### src/logic/psr_pkg.sv
/*
 * psr_pkg: constants shared by the start-of-packet mark, FIFO depth-unit,
 * wake fault counter and gigabit retrain register block.
 * Assumes a 20 MHz core clock and 16-bit management register addresses.
 */
`default_nettype none
package psr_pkg;
	localparam int unsigned CLK_PERIOD_NS = 50;
	localparam int unsigned MARK_UNIT_NS  = 8;

	localparam logic [15:0] ADDR_TX_MARK_DELAY  = 16'h942a;
	localparam logic [15:0] ADDR_DEPTH_UNIT     = 16'h9602;
	localparam logic [15:0] ADDR_WAKE_FAULT_CNT = 16'ha000;
	localparam logic [15:0] ADDR_GIG_RETRAIN    = 16'ha001;

	localparam int unsigned DLY10_LSB  = 8;
	localparam int unsigned DLY10_MSB  = 12;
	localparam int unsigned DLY100_LSB = 4;
	localparam int unsigned DLY100_MSB = 7;
	localparam int unsigned DLY1G_LSB  = 0;
	localparam int unsigned DLY1G_MSB  = 3;
	localparam int unsigned DEPTH_UNIT_BIT = 0;
	localparam int unsigned RETRAIN_BIT    = 0;

	localparam logic [12:0] TX_MARK_DELAY_RST = 13'h0000;
	localparam logic        DEPTH_UNIT_RST    = 1'b1;
	localparam logic [15:0] WAKE_FAULT_RST    = 16'h0000;
	localparam logic [15:0] WAKE_FAULT_MAX    = 16'hffff;
	localparam logic        GIG_RETRAIN_RST   = 1'b0;

	typedef enum logic [1:0] {
		SPD_10M  = 2'h0,
		SPD_100M = 2'h1,
		SPD_1G   = 2'h2
	} psr_speed_t;

	typedef enum logic [1:0] {
		LNK_DOWN    = 2'h0,
		LNK_UP      = 2'h1,
		LNK_RETRAIN = 2'h3
	} psr_link_t;
endpackage : psr_pkg
`default_nettype wire

### src/logic/psr_mark_delay.sv
/*
 * psr_mark_delay: delays a one-cycle start-of-packet mark by a number of
 * 8 ns units, rounded up to whole core clock cycles.
 * Assumes start_i is a single-cycle pulse synchronous to mclk_i.
 */
`timescale 1ns/10ps
`default_nettype none
module psr_mark_delay (
	input  wire logic       mclk_i,
	input  wire logic       rst_i,
	input  wire logic       enable_i,
	input  wire logic       start_i,
	input  wire logic [4:0] units_i,
	output logic            mark_o
);
	function automatic logic [2:0] units_to_cycles(input logic [4:0] u);
		int unsigned ns;
		ns = 32'(u) * psr_pkg::MARK_UNIT_NS;
		return 3'((ns + psr_pkg::CLK_PERIOD_NS - 1) / psr_pkg::CLK_PERIOD_NS);
	endfunction : units_to_cycles

	logic [2:0] cnt_r;
	logic [2:0] cnt_nxt;
	logic       mark_nxt;
	wire  [2:0] cycles = units_to_cycles(units_i);
	wire        take   = start_i && enable_i;

	// a new mark restarts the wait; disabling drops a pending mark
	assign cnt_nxt  = !enable_i ? 3'h0 : take ? cycles : (cnt_r != 3'h0) ? cnt_r - 3'h1 : 3'h0;
	assign mark_nxt = enable_i && ((take && cycles == 3'h0) || (!take && cnt_r == 3'h1));

	always_ff @(posedge mclk_i or posedge rst_i)
	begin
		if (rst_i)
		begin
			cnt_r  <= 3'h0;
			mark_o <= 1'b0;
		end
		else
		begin
			cnt_r  <= cnt_nxt;
			mark_o <= mark_nxt;
		end
	end

	mark_gate_a: assert property (@(posedge mclk_i) disable iff (rst_i)
		!enable_i |=> !mark_o)
		else $error("start-of-packet mark while disabled");
	mark_zero_a: assert property (@(posedge mclk_i) disable iff (rst_i)
		take && units_i == 5'h00 |=> mark_o)
		else $error("zero delay mark not issued next cycle");
	mark_wait_a: assert property (@(posedge mclk_i) disable iff (rst_i)
		take && units_i == 5'h0c ##1 (!start_i && enable_i) [*2] |=> mark_o)
		else $error("twelve unit mark not issued after two cycles");
	mark_long_c: cover property (@(posedge mclk_i) disable iff (rst_i)
		take && units_i == 5'h14 ##[1:8] mark_o);
endmodule : psr_mark_delay
`default_nettype wire

### src/logic/psr_regs.sv
/*
 * psr_regs: transmit start-of-packet delay, MII FIFO depth unit, wake fault
 * counter and gigabit retrain control, with the link state they steer.
 * Assumes a single-cycle register read/write port from the management
 * block, and link, speed and receiver status levels from the PHY core.
 */
`timescale 1ns/10ps
`default_nettype none
// Functional notes
// - On 10 Mb links the transmit mark is delayed by bits 12:8 times 8 ns.
// - On 100 Mb links the transmit mark is delayed by bits 7:4 times 8 ns.
// - On gigabit links the transmit mark is delayed by bits 3:0 times 8 ns.
// - In MII modes the FIFO depth counts bytes when the unit bit is set, else nibbles.
// - The depth unit bit resets to one, so prefill is counted in bytes.
// - Byte counting on the nibble MII gives a larger prefill and longer latency.
// - A 16-bit counter increments on each failed low-power wake sequence, holding at 16'hffff.
// - Reading the wake fault counter returns its value and clears it.
// - With retrain on, bad gigabit receiver status retrains with link up but no data.
// - With retrain off, bad gigabit receiver status drops the link.
// - A retrain never makes the latched link status latch low.
// - The retrain enable is bit 0, read/write, one enables, reset disabled.
// - The transmit mark exists only while the mark enable is set.
module psr_regs #(
	parameter int unsigned PREFILL_UNITS = 4
) (
	input  wire logic        mclk_i,
	input  wire logic        rst_i,
	input  wire logic [15:0] reg_addr_i,
	input  wire logic        reg_wr_i,
	input  wire logic        reg_rd_i,
	input  wire logic [15:0] reg_wdata_i,
	output logic      [15:0] reg_rdata_o,
	input  wire logic [1:0]  speed_i,
	input  wire logic        mii_mode_i,
	input  wire logic        tx_packet_mark_enable_i,
	input  wire logic        tx_start_i,
	output logic             tx_start_of_packet_o,
	output logic      [7:0]  fifo_prefill_nibbles_o,
	input  wire logic        wake_fault_i,
	input  wire logic        link_ok_i,
	input  wire logic        rx_status_ok_i,
	input  wire logic        latched_status_read_i,
	output logic             link_up_o,
	output logic             data_pass_o,
	output logic             retrain_active_o,
	output logic             link_drop_o,
	output logic             latched_link_status_o
);
	logic [12:0]           tx_packet_mark_delay_r;
	logic                  fifo_depth_in_bytes_r;
	logic [15:0]           wake_fault_count_r;
	logic [15:0]           wake_fault_count_nxt;
	logic                  gigabit_retrain_enable_r;
	logic [15:0]           rdata_nxt;
	psr_pkg::psr_link_t    link_r;
	psr_pkg::psr_link_t    link_nxt;
	logic [7:0]            prefill_nxt;
	logic                  latched_nxt;

	wire hit_delay = reg_addr_i == psr_pkg::ADDR_TX_MARK_DELAY;
	wire hit_depth = reg_addr_i == psr_pkg::ADDR_DEPTH_UNIT;
	wire hit_wake  = reg_addr_i == psr_pkg::ADDR_WAKE_FAULT_CNT;
	wire hit_rtrn  = reg_addr_i == psr_pkg::ADDR_GIG_RETRAIN;
	wire wake_clr  = reg_rd_i && hit_wake;
	wire is_gig    = speed_i == psr_pkg::SPD_1G;

	// reserved bits never stored, so they read back as zero
	assign rdata_nxt = hit_delay ? {3'h0, tx_packet_mark_delay_r} :
		hit_depth ? {15'h0000, fifo_depth_in_bytes_r} :
		hit_wake  ? wake_fault_count_r :
		hit_rtrn  ? {15'h0000, gigabit_retrain_enable_r} : 16'h0000;

	// a fault in the clearing read cycle is kept as a count of one
	assign wake_fault_count_nxt = wake_clr ? {15'h0000, wake_fault_i} :
		(wake_fault_i && wake_fault_count_r != psr_pkg::WAKE_FAULT_MAX) ?
		wake_fault_count_r + 16'h0001 : wake_fault_count_r;

	// per-speed delay selection
	wire [4:0] d10  = tx_packet_mark_delay_r[psr_pkg::DLY10_MSB:psr_pkg::DLY10_LSB];
	wire [3:0] d100 = tx_packet_mark_delay_r[psr_pkg::DLY100_MSB:psr_pkg::DLY100_LSB];
	wire [3:0] d1g  = tx_packet_mark_delay_r[psr_pkg::DLY1G_MSB:psr_pkg::DLY1G_LSB];
	wire [4:0] delay_units = (speed_i == psr_pkg::SPD_10M)  ? d10 :
		(speed_i == psr_pkg::SPD_100M) ? {1'b0, d100} : {1'b0, d1g};

	// byte counting doubles the nibble prefill on MII, at a latency cost
	wire [7:0] prefill_base = 8'(PREFILL_UNITS);
	assign prefill_nxt = (mii_mode_i && fifo_depth_in_bytes_r) ?
		8'(prefill_base << 1) : prefill_base;

	always_comb
	begin
		link_nxt = link_r;
		case (link_r)
			psr_pkg::LNK_DOWN:
				if (link_ok_i)
					link_nxt = psr_pkg::LNK_UP;
			psr_pkg::LNK_UP:
				if (!link_ok_i)
					link_nxt = psr_pkg::LNK_DOWN;
				else if (is_gig && !rx_status_ok_i)
					link_nxt = gigabit_retrain_enable_r ? psr_pkg::LNK_RETRAIN
						: psr_pkg::LNK_DOWN;
			psr_pkg::LNK_RETRAIN:
				if (!link_ok_i)
					link_nxt = psr_pkg::LNK_DOWN;
				else if (rx_status_ok_i)
					link_nxt = psr_pkg::LNK_UP;
			default:
				link_nxt = psr_pkg::LNK_DOWN;
		endcase
	end

	// only a true drop latches low; a drop beats a read in the same cycle
	wire going_down = link_r != psr_pkg::LNK_DOWN && link_nxt == psr_pkg::LNK_DOWN;
	assign latched_nxt = going_down ? 1'b0 :
		latched_status_read_i ? (link_nxt != psr_pkg::LNK_DOWN) : latched_link_status_o;

	always_ff @(posedge mclk_i or posedge rst_i)
	begin
		if (rst_i)
		begin
			tx_packet_mark_delay_r   <= psr_pkg::TX_MARK_DELAY_RST;
			fifo_depth_in_bytes_r    <= psr_pkg::DEPTH_UNIT_RST;
			wake_fault_count_r       <= psr_pkg::WAKE_FAULT_RST;
			gigabit_retrain_enable_r <= psr_pkg::GIG_RETRAIN_RST;
			reg_rdata_o              <= 16'h0000;
			link_r                   <= psr_pkg::LNK_DOWN;
			link_drop_o              <= 1'b0;
			latched_link_status_o    <= 1'b0;
			fifo_prefill_nibbles_o   <= 8'h00;
		end
		else
		begin
			if (reg_wr_i && hit_delay)
				tx_packet_mark_delay_r <= reg_wdata_i[12:0];
			if (reg_wr_i && hit_depth)
				fifo_depth_in_bytes_r <= reg_wdata_i[psr_pkg::DEPTH_UNIT_BIT];
			if (reg_wr_i && hit_rtrn)
				gigabit_retrain_enable_r <= reg_wdata_i[psr_pkg::RETRAIN_BIT];
			if (reg_rd_i)
				reg_rdata_o <= rdata_nxt;
			wake_fault_count_r     <= wake_fault_count_nxt;
			link_r                 <= link_nxt;
			link_drop_o            <= going_down;
			latched_link_status_o  <= latched_nxt;
			fifo_prefill_nibbles_o <= prefill_nxt;
		end
	end

	assign link_up_o        = link_r != psr_pkg::LNK_DOWN;
	assign data_pass_o      = link_r == psr_pkg::LNK_UP;
	assign retrain_active_o = link_r == psr_pkg::LNK_RETRAIN;

	psr_mark_delay u_mark (
		.mclk_i   (mclk_i),
		.rst_i    (rst_i),
		.enable_i (tx_packet_mark_enable_i),
		.start_i  (tx_start_i),
		.units_i  (delay_units),
		.mark_o   (tx_start_of_packet_o)
	);

	wake_count_a: assert property (@(posedge mclk_i) disable iff (rst_i)
		wake_fault_i && !wake_clr && wake_fault_count_r != 16'hffff
		|=> wake_fault_count_r == $past(wake_fault_count_r) + 16'h0001)
		else $error("wake fault not counted");
	wake_read_a: assert property (@(posedge mclk_i) disable iff (rst_i)
		wake_clr |=> reg_rdata_o == $past(wake_fault_count_r)
		&& wake_fault_count_r == {15'h0000, $past(wake_fault_i)})
		else $error("wake counter read did not return and clear");
	depth_unit_a: assert property (@(posedge mclk_i) disable iff (rst_i)
		mii_mode_i && fifo_depth_in_bytes_r
		|=> fifo_prefill_nibbles_o == 8'(2 * PREFILL_UNITS))
		else $error("byte depth prefill wrong");
	retrain_hold_a: assert property (@(posedge mclk_i) disable iff (rst_i)
		link_r == psr_pkg::LNK_UP && link_ok_i && is_gig && !rx_status_ok_i
		&& gigabit_retrain_enable_r |=> link_up_o && !data_pass_o && retrain_active_o)
		else $error("retrain did not hold link up without data");
	drop_link_a: assert property (@(posedge mclk_i) disable iff (rst_i)
		link_r == psr_pkg::LNK_UP && is_gig && !rx_status_ok_i
		&& !gigabit_retrain_enable_r |=> !link_up_o && link_drop_o)
		else $error("link not dropped with retrain off");
	latch_keep_a: assert property (@(posedge mclk_i) disable iff (rst_i)
		retrain_active_o && link_ok_i |=> !$fell(latched_link_status_o))
		else $error("retrain latched link status low");
	retrain_bit_a: assert property (@(posedge mclk_i) disable iff (rst_i)
		reg_wr_i && hit_rtrn ##1 reg_rd_i && hit_rtrn
		|=> reg_rdata_o == {15'h0000, $past(reg_wdata_i[0], 2)})
		else $error("retrain enable readback wrong");
	reserved_zero_a: assert property (@(posedge mclk_i) disable iff (rst_i)
		reg_rd_i && hit_delay |=> reg_rdata_o[15:13] == 3'h0)
		else $error("reserved bits not zero");

	retrain_back_c: cover property (@(posedge mclk_i) disable iff (rst_i)
		retrain_active_o ##[1:20] data_pass_o);
	wake_clear_c: cover property (@(posedge mclk_i) disable iff (rst_i)
		wake_clr && wake_fault_i);
	drop_c: cover property (@(posedge mclk_i) disable iff (rst_i) link_drop_o);
endmodule : psr_regs
`default_nettype wire

### config.mk
export PLATFORM = sky130hd
export DESIGN_NAME = psr_regs
export DESIGN_NICKNAME = d
export VERILOG_FILES = /design/src/logic/psr_pkg.sv /design/src/logic/psr_mark_delay.sv /design/src/logic/psr_regs.sv
export SDC_FILE = /design/constraint.sdc
export NUM_CORES = 1
export LEC_CHECK = 0
export BUFFER_PORTS_ARGS = -buffer_cell sky130_fd_sc_hd__buf_2
export CAP_MARGIN = 20
export CORE_MARGIN = 4
export CORE_UTILIZATION = 55
export CTS_CLUSTER_DIAMETER = 40
export DETAILED_ROUTE_END_ITERATION = 7
export GPL_TIMING_DRIVEN = 0
export HOLD_SLACK_MARGIN = 0.05
export PLACE_DENSITY = 0.88
export SLEW_MARGIN = 20
export SYNTH_ARGS = -nofsm -noshare
export SYNTH_HDL_FRONTEND = slang
export SYNTH_SLANG_ARGS = --single-unit
### constraint.sdc
create_clock -name mclk_i -period 6.1 [get_ports mclk_i]
set_clock_uncertainty 0.05 [all_clocks]
set_input_delay 0.61 -clock mclk_i [delete_from_list [all_inputs] [get_ports mclk_i]]
set_output_delay 0.61 -clock mclk_i [all_outputs]
set_load 0.005 [all_outputs]
* Yosys cells after proc, flatten, opt, wreduce, memory -nomap -nowiden
Index checks and enable logic that the tools add are counted.
Word-level totals: register bits after elaboration 59, output and inout bits 30, logic and storage cells 71, input bits 45
Cells by class: $add $sub $neg 4, reduce and logical (&&, ||, !) cells 24, multiplexer cells 21, divide/modulo/power cells 1, equal/unequal tests 10
Operators with widths (number):
- 2-to-1 mux 16 bit | 5
- == test 16 bit, second input constant | 4
- divider 32 x 6 -> 32 bit, second input constant | 1
- subtractor 32 x 1 -> 32 bit, second input constant | 1
- adder 16 x 1 -> 16 bit, second input constant | 1
- != test 16 bit, second input constant | 1
- logical AND 1 bit | 12
- 2-to-1 mux 2 bit | 6
- adder 8 x 6 -> 9 bit, second input constant | 1
- 2-to-1 mux 3 bit | 3
- 2-to-1 mux 4 bit | 2
- nonzero test 2 bit | 4
- logical NOT 2 bit | 3
- one-hot mux 2 bit (3 select lines) | 1
- 2-to-1 mux 5 bit | 1
- == test 2 x 1 -> 1 bit, second input constant | 2
- == test 2 bit, second input constant | 2
- == test 3 x 1 -> 1 bit, second input constant | 1
- logical NOT 3 bit | 1
- 2-to-1 mux 1 bit | 3
- nonzero test 3 bit | 1
- subtractor 3 x 1 -> 3 bit, second input constant | 1
- logical NOT 1 bit | 2
- logical OR 1 bit | 1

* Depth between registers and ports, before layout
depth in word-level cells 10, depth in mapped cells 22, mapped depth without buffers 21

* Hierarchy
From an unflattened synthesis, not the netlist that was laid out.
Second synthesis, totals: cells, all modules 389, area total of the unflattened synthesis 3786.1 µm²
By module, submodules not included:
- psr_regs | area each 2717.6 µm², seq. area each 1327.5 µm², instances 1, cells an instance 259
- psr_mark_delay | area each 1068.5 µm², seq. area each 100.1 µm², instances 1, cells an instance 130

* Worst setup path before layout
No wires, ideal clock.
path type input-to-reg, from input port speed_i[0], to register u_mark.cnt_r[0], path slack 1.111 ns, library setup time 0.066 ns, arrival 4.873 ns, stages on the path 21, cell sequence buf_6 mux2i_1 o21ai_0 inv_1 ha_1 and3_1 a311o_1 xnor2_2 a21oi_1 ha_1 nor3b_1 a41oi_1 nor2_4 o21ai_0 ha_1 o211a_1 a211oi_1 o211ai_1 a221oi_1 or3_1 a31o_1
On the way: longest elaborated chain between the ends 8, elaborated cells on any way between the ends 9
RTL lines:
- from (decl) | RTL line psr_regs.sv:33 | input wire logic [1:0] speed_i,
- == test 2 x 1 -> 1 bit | RTL line psr_regs.sv:83 | (speed_i == psr_pkg::SPD_100M) ? {1'b0, d100} : {1'b0, d1g};
- 2-to-1 mux 4 bit | RTL line psr_regs.sv:83
- 2-to-1 mux 5 bit * | RTL line psr_regs.sv:82 | wire [4:0] delay_units = (speed_i == psr_pkg::SPD_10M) ? d10 :
- adder 8 x 6 -> 9 bit * | RTL line psr_mark_delay.sv:19 | return 3'((ns + psr_pkg::CLK_PERIOD_NS - 1) / psr_pkg::CLK_PERIOD_NS);
- subtractor 32 x 1 -> 32 bit * | RTL line psr_mark_delay.sv:19
- divider 32 x 6 -> 32 bit * | RTL line psr_mark_delay.sv:19
- 2-to-1 mux 3 bit * (2 in a row) | RTL line psr_mark_delay.sv:29 | assign cnt_nxt = !enable_i ? 3'h0 : take ? cycles : (cnt_r != 3'h0) ? cnt_r - 3'h1 : 3'h0;
- net u_mark.cnt_nxt[0] | RTL line psr_mark_delay.sv:23 | logic [2:0] cnt_nxt;
- to (signal assigned) | RTL line psr_mark_delay.sv:41 | cnt_r <= cnt_nxt;
- to (decl) | RTL line psr_mark_delay.sv:22 | logic [2:0] cnt_r;
Mark *: on every way through the listed nets, which the timed path passes. The rest lies on a longest branch. A chain may end at the register's enable or synchronous reset.

* Final worst setup path
from input port speed_i[1], to register u_mark.cnt_r[0]
The elaborated chain is that of the path after synthesis.

==> results.json <==
{
  "crit_family": "compound AO/OA/AOI/OAI gates",
  "die_h_um": 89.8,
  "setup_viol": 0,
  "ys_seq_area_share_pct": 38.8,
  "numPortBuffers": 62,
  "io_pins": 75,
  "grt.overflow.total": 0,
  "period_needed_ps": 5530,
  "grt_pass1_wl_um": 15300,
  "r2r-start": "tx_packet_mark_delay_r[10]$_DFFE_PP0P_",
  "avgSynthCellArea_um2": 9.44,
  "cp_num_cells": 22,
  "syn2layout_area_growth_pct": 16.9,
  "cpMaxStageDelayCell": "o21ai_0",
  "nNetsFinal": 525,
  "synth_cell_types": 77,
  "critical_path.startpoint": "speed_i[1]",
  "placed_area_mm2": 0.00411,
  "status": "complete, no violations",
  "slew_headroom_pct": 53.4,
  "cellPowerDensity_mw_per_mm2": 209,
  "initial_core_util_pct": 57.3,
  "critPathArrivalTime_ps": 5760,
  "yosysWarnings": 0,
  "drtIter0Drc": 164,
  "drt-pass1-iter-count": 5,
  "cts_root_buf": "clkbuf_8",
  "rrSetupSlack_ps": 630,
  "ff2ff_path_depth": 21,
  "synth_area_mm2": 0.00368,
  "routabilityCongestion": 0.878,
  "maxCapViolCount": 0,
  "grt_usage_pct": 23.0,
  "holdWs_ps": 334,
  "start_kind": "input pin",
  "fmax_ghz": 0.181,
  "fin_crit_sh_pct": 90.7,
  "cts.repair.resized": 0,
  "core_area_mm2": 0.00642,
  "fillers": 483,
  "rr_endpoint": "u_mark.cnt_r[0]$_DFF_PP0_",
  "via_count": 3290,
  "die_w_um": 89.8,
  "peakVddDrop_mv": 0.177,
  "critical_path_class": "in -> reg",
  "crit_path_end_kind": "flip-flop",
  "synth-main-ff-cell": "dfrtp_1",
  "dp_hpwl_um": 7010,
  "crit_path_max_fanout": 10,
  "tightest_slew_ps": 699,
  "ys_seq_elements": 57,
  "rows": 29,
  "ant_nets": 0,
  "postCtsSetupBuffers": 0,
  "cts_buffers": 9,
  "clk_pin_slew_ps": 70,
  "wl_um": 9160,
  "hp-class": "in -> async",
  "total_leakage_power_uw": 0.00205,
  "clockBufferDepth": 2,
  "worstSetupEndpoint": "u_mark.cnt_r[0]$_DFF_PP0_",
  "final_common_cell": "buf_2",
  "hold_violations": 0,
  "viasPerCell": 5.98,
  "layout_common_cells": "buf_2 (62), dfrtp_1 (56), nor2_1 (45)",
  "cts_sinks": 57,
  "final_cell_area_mm2": 0.00430,
  "synth_cells": 390,
  "synth_edf_count": 0,
  "crit_required_ps": 6330,
  "slew_viol_final": 0,
  "drc": 0,
  "first_global_vias": 3266,
  "clk_latency_ps": 340,
  "async_flop_share_pct": 100,
  "tns_ps": 0,
  "htreeDepth": 3,
  "cp_cell_sequence": "buf_2, buf_6, o21ai_0, inv_1, ha_1, and3_1, a311o_1, xnor2_2, a21oi_1, ha_1, nor3b_1, a41oi_1, nor2_4, nand2_1, o21ai_0, ha_1, o211a_1, a211oi_1, o211ai_1, a221oi_1, or3_1, a31o_1",
  "design.die.area_mm2": 0.00807,
  "wl_per_cell_um": 16.7,
  "critical_path_buf_inv_count": 3,
  "antenna_found_initial": 0,
  "rsz0062_at_grt": "no",
  "cts_tree": "built",
  "antennaDiodeCount": 0,
  "grt_max_degree": 58,
  "worst_path_largest_cell_delay_ps": 410,
  "drive_above_1_share_pct": 27.9,
  "crit_top_cell": "ha_1",
  "cts_hold_buf": 0
}
-- synthesized netlist by cell type, types with 2 or more instances --
master	count	share of area, %
and3_1	4	0.68
nor3b_1	3	0.61
a211oi_2	2	0.68
ha_1	12	4.1
a21oi_1	28	3.8
o21ai_0	19	2.6
a31oi_1	3	0.51
xnor2_1	9	2.1
o21a_1	2	0.41
a22oi_1	12	2.4
buf_6	2	0.61
nand3_1	12	1.6
nor2b_1	3	0.51
o211ai_1	2	0.41
nand2b_1	3	0.51
nor4b_1	2	0.48
xor2_1	6	1.4
nand4_1	8	1.4
a21boi_0	2	0.41
mux2i_1	8	2.2
dfrtp_1	56	38
nor3_1	8	1.1
buf_4	6	1.2
inv_1	18	1.8
or2_2	3	0.51
a211oi_1	2	0.41
and2_1	3	0.51
nor2_1	45	4.6
mux2_2	18	5.5
o211a_1	2	0.54
and4_1	2	0.48
a41oi_1	2	0.48
nor4_1	3	0.51
nand2_1	22	2.2
clkbuf_1	10	1.0
a311o_1	2	0.54
or3_1	6	1.0
-- cell type report --
type / instances / area (um^2) / share of cell area [%]
Multi-Input combinational cell: 298 / 2070 / 48.1
Sequential cell: 57 / 1430 / 33.2
Timing Repair Buffer: 62 / 310 / 7.21
Clock buffer: 14 / 183 / 4.25
Buffer: 21 / 130 / 3.03
Tap cell: 77 / 96.3 / 2.24
Inverter: 19 / 73.8 / 1.72
Clock inverter: 2 / 10.0 / 0.233
-- sequential cells by signal, summed over array words and instances (netlist names), 2 cells and up --
signal                  count
tx_packet_mark_delay_r     13
fifo_prefill_nibbles_o      2
link_r                      2
reg_rdata_o                16
wake_fault_count_r         16
u_mark.cnt_r                3
-- per-stage QoR --
step	setup WS, ps	std cells	util [%]	power (uW)
floorplan	1110	395	-	518
global placement	503	534	63.9	557
detailed placement	356	534	64.0	567
CTS	702	550	67.0	904
global route	113	550	67.0	940
finish	568	550	67.0	899
-- metal layers --
metal	vias up	share of wire, %	global-route usage (%)
met2	108	53	41.5
met3	21	4.4	3.51
li1	1565	-	-
met4	0	2.4	9.58
met5	-	0	0
met1	1596	40	27.3
-- worst min-delay path by stage --
| stage | startpoint | depth (start not counted) | endpoint |
|---|---|---|---|
| 3_5_place_dp | fifo_depth_in_bytes_r$_DFFE_PP1P_ | 1 | fifo_prefill_nibbles_o[2]$_DFF_PP0_ |
| 4_1_cts | rst_i | 2 | wake_fault_count_r[2]$_DFFE_PP0P_ |
| 5_1_grt | rst_i | 2 | reg_rdata_o[7]$_DFFE_PP0P_ |
| 3_3_place_gp | fifo_depth_in_bytes_r$_DFFE_PP1P_ | 1 | fifo_prefill_nibbles_o[2]$_DFF_PP0_ |
| 6_report | rst_i | 2 | wake_fault_count_r[2]$_DFFE_PP0P_ |
| 2_1_floorplan | fifo_depth_in_bytes_r$_DFFE_PP1P_ | 1 | fifo_prefill_nibbles_o[2]$_DFF_PP0_ |
-- report_power, final --
part | internal (uW) | switching (uW) | leakage, uW | total [uW]
combinational | 56.2 | 65.7 | 0.00121 | 122
clock | 191 | 147 | 0.000102 | 338
sequential | 405 | 34.6 | 0.000745 | 440
total | 652 | 247 | 0.00205 | 899
-- cells by family (layout without fill, tap and decap cells) --
logic type               after synthesis  in the layout  share of synthesized area [%]
buffers and inverters                 40            118                           5.47
AND/OR/NAND/NOR                      139            139                           19.8
flip-flops                            57             57                           38.8
other                                  1              6                          0.102
multiplexers                          27             27                           8.09
adder cells (fa/ha/maj)               12             12                           4.08
XOR/XNOR                              16             16                           4.01
AO/OA/AOI/OAI                         98             98                           19.6
Note: power is estimated with default switching activity, not from simulation.
